[src/design/arg_params.svh]
`ifndef ARG_PARAMS_SVH
`define ARG_PARAMS_SVH
// register byte offsets on the apb bus
`define ARG_OFS_STATUS   12'h000
`define ARG_OFS_MASK     12'h004
`define ARG_OFS_MODE     12'h008
`define ARG_OFS_CONFIG   12'h00C
`define ARG_OFS_CURRENT  12'h010
`define ARG_OFS_VOLTAGE  12'h014
`define ARG_OFS_TEMPER   12'h018
`define ARG_OFS_CONTROL  12'h01C
// field positions
`define ARG_CFG_GND_EN   7
`define ARG_MDE_GND_RES  6
`define ARG_CTL_CUR_EN   0
`define ARG_CTL_VOL_EN   1
`define ARG_CTL_TMP_EN   2
`define ARG_ST_CAL_DONE  15
`define ARG_ST_TMP_ERR   14
`define ARG_ST_VOL_ERR   13
`define ARG_ST_CUR_ERR   12
// reset values
`define ARG_RST_MASK     8'h00
`define ARG_RST_BYTE     8'h00
`define ARG_RST_CTL      3'h7
`define ARG_RST_STATUS   16'h0000
`define ARG_RST_RESULT   16'h0000
`endif

[src/design/arg_pkg.sv]
package arg_pkg;
    // ground switch pin connection modes
    typedef enum logic [2:0] {
        ARG_GND_FLOAT  = 3'b001,
        ARG_GND_DIRECT = 3'b010,
        ARG_GND_RESIST = 3'b100
    } arg_gnd_e;

    // whole state of the block
    typedef struct packed {
        logic [15:0]      status;
        logic [7:0]       mask;
        logic [7:0]       mode;
        logic [7:0]       config_r;
        logic [2:0]       chan_en;
        logic [2:0][15:0] result;
        logic [31:0]      rdata;
    } arg_state_s;
endpackage : arg_pkg

[src/design/arg_ground_irq.sv]
`timescale 1ns/100ps
`include "arg_params.svh"
// What this block does
// the ground switch follows config bit 7 and mode bit 6.
// with the enable bit clear the switch pin floats.
// enable set and resistance select clear ties the pin straight to ground.
// both bits set connect the pin to ground through 20 kOhm.
// status bits 8 to 15 are flags and never raise the interrupt.
// status bits 0 to 7 are ORed into one converter interrupt.
// each low status bit is gated by its own mask bit first.
// a mask bit of 1 enables its source and the mask resets to zero.
// software reads the status register to find the interrupt source.
// reading the current result clears all result ready bits.
// with the current channel off, voltage or temperature reads clear all.
// software should read voltage first and current second.
// a channel result is not reloaded while its ready bit is set.
// while the core is powered down every enabled channel's result is stored regardless.
// bits 0 to 2 flag ready results and are also set on calibration end.
// the interrupt is a level held while an unmasked low bit is set.
module arg_ground_irq
    import arg_pkg::*;
#(
    parameter int RES_W = 16
) (
    // clock and reset
    input  wire logic             ref_clk_in,
    input  wire logic             rst_in,
    // apb slave
    input  wire logic             psel_in,
    input  wire logic             penable_in,
    input  wire logic             pwrite_in,
    input  wire logic [11:0]      paddr_in,
    input  wire logic [31:0]      pwdata_in,
    output logic      [31:0]      prdata_out,
    output logic                  pready_out,
    output logic                  pslverr_out,
    // conversion results from the filters
    input  wire logic [2:0]       result_valid_in,
    input  wire logic [2:0][RES_W-1:0] result_data_in,
    input  wire logic [2:0]       result_range_err_in,
    input  wire logic             cal_done_in,
    input  wire logic             core_powered_down_in,
    input  wire logic [4:3]       aux_event_in,
    // ground switch pin and interrupt
    output logic                  ground_switch_en_out,
    output logic                  ground_switch_res_out,
    output arg_gnd_e              ground_switch_mode_out,
    output logic                  converter_irq_out
);

    // =========================================================
    // state registers
    arg_state_s st;
    arg_state_s next_st;

    logic        access;
    logic        wr;
    logic        rd;
    logic        hit;
    logic [2:0]  load;
    logic [15:0] wmask;

    assign access = psel_in && penable_in;
    assign wr = access && pwrite_in;
    assign rd = access && !pwrite_in;

    // =========================================================
    // next state: bus writes, read side effects, result loading
    always_comb begin
        next_st = st;
        hit = 1'b1;
        wmask = 16'h0000;
        load = 3'b000;
        next_st.rdata = st.rdata;
        // read mux with side effects on result registers
        if (rd) begin
            unique case (paddr_in)
                `ARG_OFS_STATUS:  next_st.rdata = {16'h0000, st.status};
                `ARG_OFS_MASK:    next_st.rdata = {24'h00_0000, st.mask};
                `ARG_OFS_MODE:    next_st.rdata = {24'h00_0000, st.mode};
                `ARG_OFS_CONFIG:  next_st.rdata = {24'h00_0000, st.config_r};
                `ARG_OFS_CURRENT: next_st.rdata = {16'h0000, st.result[0]};
                `ARG_OFS_VOLTAGE: next_st.rdata = {16'h0000, st.result[1]};
                `ARG_OFS_TEMPER:  next_st.rdata = {16'h0000, st.result[2]};
                `ARG_OFS_CONTROL: next_st.rdata = {29'h0000_0000, st.chan_en};
                default: begin
                    next_st.rdata = 32'h0000_0000;
                    hit = 1'b0;
                end
            endcase
        end else if (wr) begin
            unique case (paddr_in)
                `ARG_OFS_STATUS: wmask = pwdata_in[15:0];
                `ARG_OFS_MASK:   next_st.mask = pwdata_in[7:0];
                `ARG_OFS_MODE:   next_st.mode = pwdata_in[7:0];
                `ARG_OFS_CONFIG: next_st.config_r = pwdata_in[7:0];
                `ARG_OFS_CONTROL: next_st.chan_en = pwdata_in[2:0];
                `ARG_OFS_CURRENT, `ARG_OFS_VOLTAGE, `ARG_OFS_TEMPER: ;
                default: hit = 1'b0;
            endcase
        end
        // write one to clear on sticky status bits
        next_st.status = st.status & ~wmask;
        if (wr && paddr_in == `ARG_OFS_MODE) begin
            next_st.status[`ARG_ST_CAL_DONE] = 1'b0;
        end
        // a current read clears every ready bit
        if (rd && paddr_in == `ARG_OFS_CURRENT) begin
            next_st.status[2:0] = 3'b000;
        end
        // with current channel off, v or t reads also clear all
        if (rd && !st.chan_en[`ARG_CTL_CUR_EN] &&
            (paddr_in == `ARG_OFS_VOLTAGE ||
             paddr_in == `ARG_OFS_TEMPER)) begin
            next_st.status[2:0] = 3'b000;
        end
        // results held while ready, unless the core sleeps
        for (int i = 0; i < 3; i++) begin
            load[i] = result_valid_in[i] && st.chan_en[i] &&
                      (!st.status[i] || core_powered_down_in);
            if (load[i]) begin
                next_st.result[i] = result_data_in[i];
                next_st.status[i] = 1'b1;
                next_st.status[`ARG_ST_CUR_ERR + i] = result_range_err_in[i];
            end
        end
        // hardware sets beat software clears
        if (cal_done_in) begin
            next_st.status[2:0] = 3'b111;
            next_st.status[`ARG_ST_CAL_DONE] = 1'b1;
        end
        next_st.status[4:3] = next_st.status[4:3] | aux_event_in;
        next_st.status[11:5] = 7'h00;
    end

    // =========================================================
    // state register
    always_ff @(posedge ref_clk_in or posedge rst_in) begin
        if (rst_in) begin
            st.status   <= `ARG_RST_STATUS;
            st.mask     <= `ARG_RST_MASK;
            st.mode     <= `ARG_RST_BYTE;
            st.config_r <= `ARG_RST_BYTE;
            st.chan_en  <= `ARG_RST_CTL;
            st.result   <= {3{`ARG_RST_RESULT}};
            st.rdata    <= 32'h0000_0000;
        end else begin
            st <= next_st;
        end
    end

    // =========================================================
    // apb answer: zero wait states, error on unmapped address
    assign pready_out  = 1'b1;
    assign pslverr_out = access && !hit;
    assign prdata_out  = next_st.rdata;

    // =========================================================
    // ground switch and interrupt outputs
    assign ground_switch_en_out  = st.config_r[`ARG_CFG_GND_EN];
    assign ground_switch_res_out = st.mode[`ARG_MDE_GND_RES];
    always_comb begin
        if (!ground_switch_en_out) begin
            ground_switch_mode_out = ARG_GND_FLOAT;
        end else if (!ground_switch_res_out) begin
            ground_switch_mode_out = ARG_GND_DIRECT;
        end else begin
            ground_switch_mode_out = ARG_GND_RESIST;
        end
    end
    // only the low byte is masked in; the high byte is flags only, so a
    // range error or calibration flag never interrupts the core
    assign converter_irq_out = |(st.status[7:0] & st.mask);

    // per channel: a free ready bit takes the result and its error flag
    for (genvar c = 0; c < 3; c++) begin : g_chan_chk

    end
endmodule : arg_ground_irq

[config.mk]
export PLATFORM = sky130hd
export DESIGN_NAME = arg_ground_irq
export DESIGN_NICKNAME = d
export VERILOG_FILES = /design/src/design/arg_pkg.sv /design/src/design/arg_ground_irq.sv
export VERILOG_INCLUDE_DIRS = /design/src /design/src/design
export SDC_FILE = /design/constraint.sdc
export NUM_CORES = 1
export LEC_CHECK = 0
export BUFFER_PORTS_ARGS = -buffer_cell sky130_fd_sc_hd__buf_2
export CAP_MARGIN = 20
export CORE_MARGIN = 1.5
export CORE_UTILIZATION = 48
export DETAILED_ROUTE_END_ITERATION = 6
export PLACE_DENSITY_LB_ADDON = 0.05
export SKIP_CTS_REPAIR_TIMING = 1
export SLEW_MARGIN = 20
export SYNTH_ARGS = -nofsm -noshare
export SYNTH_HDL_FRONTEND = slang
export SYNTH_SLANG_ARGS = --single-unit
[constraint.sdc]
create_clock -name ref_clk_in -period 3.8 [get_ports ref_clk_in]
set_clock_uncertainty 0.1 [all_clocks]
set_input_delay 0.76 -clock ref_clk_in [delete_from_list [all_inputs] [get_ports ref_clk_in]]
set_output_delay 0.76 -clock ref_clk_in [all_outputs]
set_load 0.1 [all_outputs]
==> results list <==
- Commonest cells after routing, fill and taps aside: sky130_fd_sc_hd__nand2_1, sky130_fd_sc_hd__dfrtp_1, sky130_fd_sc_hd__buf_2
* Wire per inst: 17.3 µm
- After filler insertion, the fill cell instance count of the layout stands at 913.
- Number of max-capacitance violations reported: 0
* 1st-iter DRT viols: 338
- Vias: 4,184
* GPL Wtd Cong: 0.846
- Minimum setup slack after placement: 0.0886 ns
* Worst skew pair latency: 0.52 ns
* Cell at the root of the clock tree: sky130_fd_sc_hd__clkbuf_8
- Hold timing on the final database bottoms out at a slack of 0.0558 ns.
* Leading cell types by total area after synthesis: sky130_fd_sc_hd__dfrtp_1, sky130_fd_sc_hd__nand2_1, sky130_fd_sc_hd__mux2_2, sky130_fd_sc_hd__buf_4, sky130_fd_sc_hd__and2_1
- Crit path capture type: primary output
- Setup repair after global routing left no endpoint under its margin.
* FF+latch area: 2910 µm²
- For this run, the number of standard cells in the final layout without fillers is 788.
* Area of the multi-input gates: 2120 µm²
- Initial core utilization: 0.497
- Number of clock sinks seen by CTS: 116
* Crit-path cells: buf_2 -> or4_4 -> or3_1 -> nor2_4 -> nand2_1 -> o21ai_0 -> buf_12
* Width of the chip: 109 µm
- The initial antenna violation count was 0.
- The number of nets handed over by synthesis was 630.
* Count of boundary I/O pins: 147
* Maximum achievable frequency: 273 MHz
* Number of flip-flops and latches in the synthesized netlist: 116
- Warnings, synthesis: 0
* Hold/Removal Path Class: primary input to asynchronous set/reset pin
* Worst-path maximum fanout: 4
* Least-Margin Pin Slew: 0.703 ns
- Final routed DRC violation total: 0
- Routed Antenna Nets: 0
- Synthesis-to-layout area growth: 26.3%
- After synthesis, the netlist uses 50 different library cells.
- Largest net degree at the start of global routing: 63
* Average footprint of a synthesized cell: 10.3 µm²
* HPWL after detailed placement: 9.51 mm
- In the final timing run, aggregate negative setup slack is 0 ns.
* Global route total overflow: 0
- The biggest area contributor in the post-synthesis netlist is sky130_fd_sc_hd__dfrtp_1.
- After floorplanning, the core was divided into 38 placement rows.
* Final #Nets: 742
- Height of the die: 109 µm
- Most common cell after layout, fill and taps aside: sky130_fd_sc_hd__nand2_1
- Htree depth: 4
- The worst setup path is launched from a primary input.
* Worst setup margin: 0.131 ns
- TritonCTS built the clock tree.
- Number of buffers created by CTS: 17
- Measured against its own limit, the worst slew margin works out to 0.529.
* Fraction of post-synthesis cell area in the top cell type by area: 0.523
* Leakage dissipation: 0.00359 µW
- Type of the setup path with the least slack: primary input to primary output
* Critical Path Max Stage Delay: 0.56 ns
* End-of-flow core utilization: 0.627
- The die covers 11,900 µm².
- Number of pins with negative max-slew slack in the final report: 0
- The run finished with clean final reports.
- Synthesis produced a netlist whose cell count is 523.
- Seq/Total Area, Yosys: 0.538
* Global routing usage summed across all routing layers: 0.253
- Dividing the detail-routed via count by the number of cells gives 5.31.
* Mapped cell area: 5410 µm²
* Port Buffer Count: 125
* Crit path arrival time: 2.81 ns
- In this run the deepest clock path goes through 2 buffers.
- The number of global-route vias before repair is 4,361.
- Number of enable-type register cells in the synthesized netlist: 0
- The first global-routing pass estimated 22.2 mm of wire.
* Req. time, crit path: 2.94 ns
- Before antenna repair, the detailed router went through 6 iterations.
* Standard cell core area: 10,900 µm²
* Share of the clock period used by the worst path: 0.965
* Worst-path cell with the longest stage delay: sky130_fd_sc_hd__or4_4
* VDD IR max: 0.276 mV
* Hold violation total from the final report: 0
- Final setup fails: 0
* Share of post-route cells with drive strength above 1: 0.363
- In the synthesized netlist the async set-or-reset flop fraction comes to 1.00.
* Placed cell count: 756
* Period minus WS final: 3.67 ns
- Areal power density over the cells: 412 nW/µm²
- Post-detailed-routing wire length: 13.7 mm
- After clock tree synthesis, the clock-pin slew on the worst setup and hold paths is 0.05 ns.
* Dominant synthesized flop cell: sky130_fd_sc_hd__dfrtp_1
[per-layer routing]
layer | global-route usage | up-vias | wire, µm
met5 | 0 | - | 0
met2 | 0.399 | 143 | 6500
li1 | - | 1971 | -
met1 | 0.334 | 2043 | 6180
met3 | 0.0556 | 27 | 734
met4 | 0.112 | 0 | 252
[report_power, final]
part | total, µW | switching, µW | internal [µW]
logic | 152 | 94.9 | 56.7
registers | 1240 | 1.63 | 1240
clock network | 1420 | 522 | 896
total | 2810 | 619 | 2190
[flip-flops by register name, indices dropped and copies added (netlist names)]
name / cells
ground_switch_en_out: 1
ground_switch_res_out: 1
st: 114
[Yosys cell counts (all sizes together), types with 4 or more instances]
cell type / count
nand2: 166
dfrtp: 113
buf: 42
mux2: 38
and2: 18
nor2: 18
clkbuf: 14
a21oi: 11
mux2i: 11
o21ai: 8
nor2b: 6
a222oi: 5
a22o: 5
inv: 5
o211ai: 5
a2111oi: 4
clkinv: 4
nand3: 4
o31ai: 4
[path summary, 6_finish.rpt]
path                                       from  slack [ns]             end  depth (start not counted)
worst max-delay path                paddr_in[7]        0.13  prdata_out[10]                          7
worst min-delay path                     rst_in        0.06          st[29]                          2
max in group asynchronous                rst_in        2.69          st[23]                          3
worst min register to register           st[39]        0.37          st[39]                          2
worst max register to register          st[108]        1.80         st[108]                          4
min in group ref_clk_in         aux_event_in[3]        0.32         st[110]                          2
[area by class of cell]
type,count,area share
Antenna cell,1,0.000366
Clock inverter,4,0.00293
Sequential cell,116,0.426
Multi-Input combinational cell,342,0.310
Tap cell,140,0.0257
Inverter,9,0.00550
Timing Repair Buffer,149,0.155
Clock buffer,27,0.0749
[critical path, delay by kind of cell]
kind                   cells  cell delay (ns)
buffers and inverters      2             0.32
AOI/OAI and AO/OA          1             0.40
and+or+nand+nor            4             1.32
[stage by stage]
stage	cell area, µm²	total power, µW
floorplan	5410	1330
global placement	6290	1410
detailed placement	6290	1420
CTS	6830	2840
global route	6830	2900
finish	6830	2810
[cell families after synthesis]
kind of cell / synth area share
buffers and inverters: 0.0713
flip-flops: 0.538
AO/OA/AOI/OAI: 0.0859
AND/OR/NAND/NOR: 0.192
multiplexers: 0.113
other: 0.000694
(Power assumes the default switching activity.)
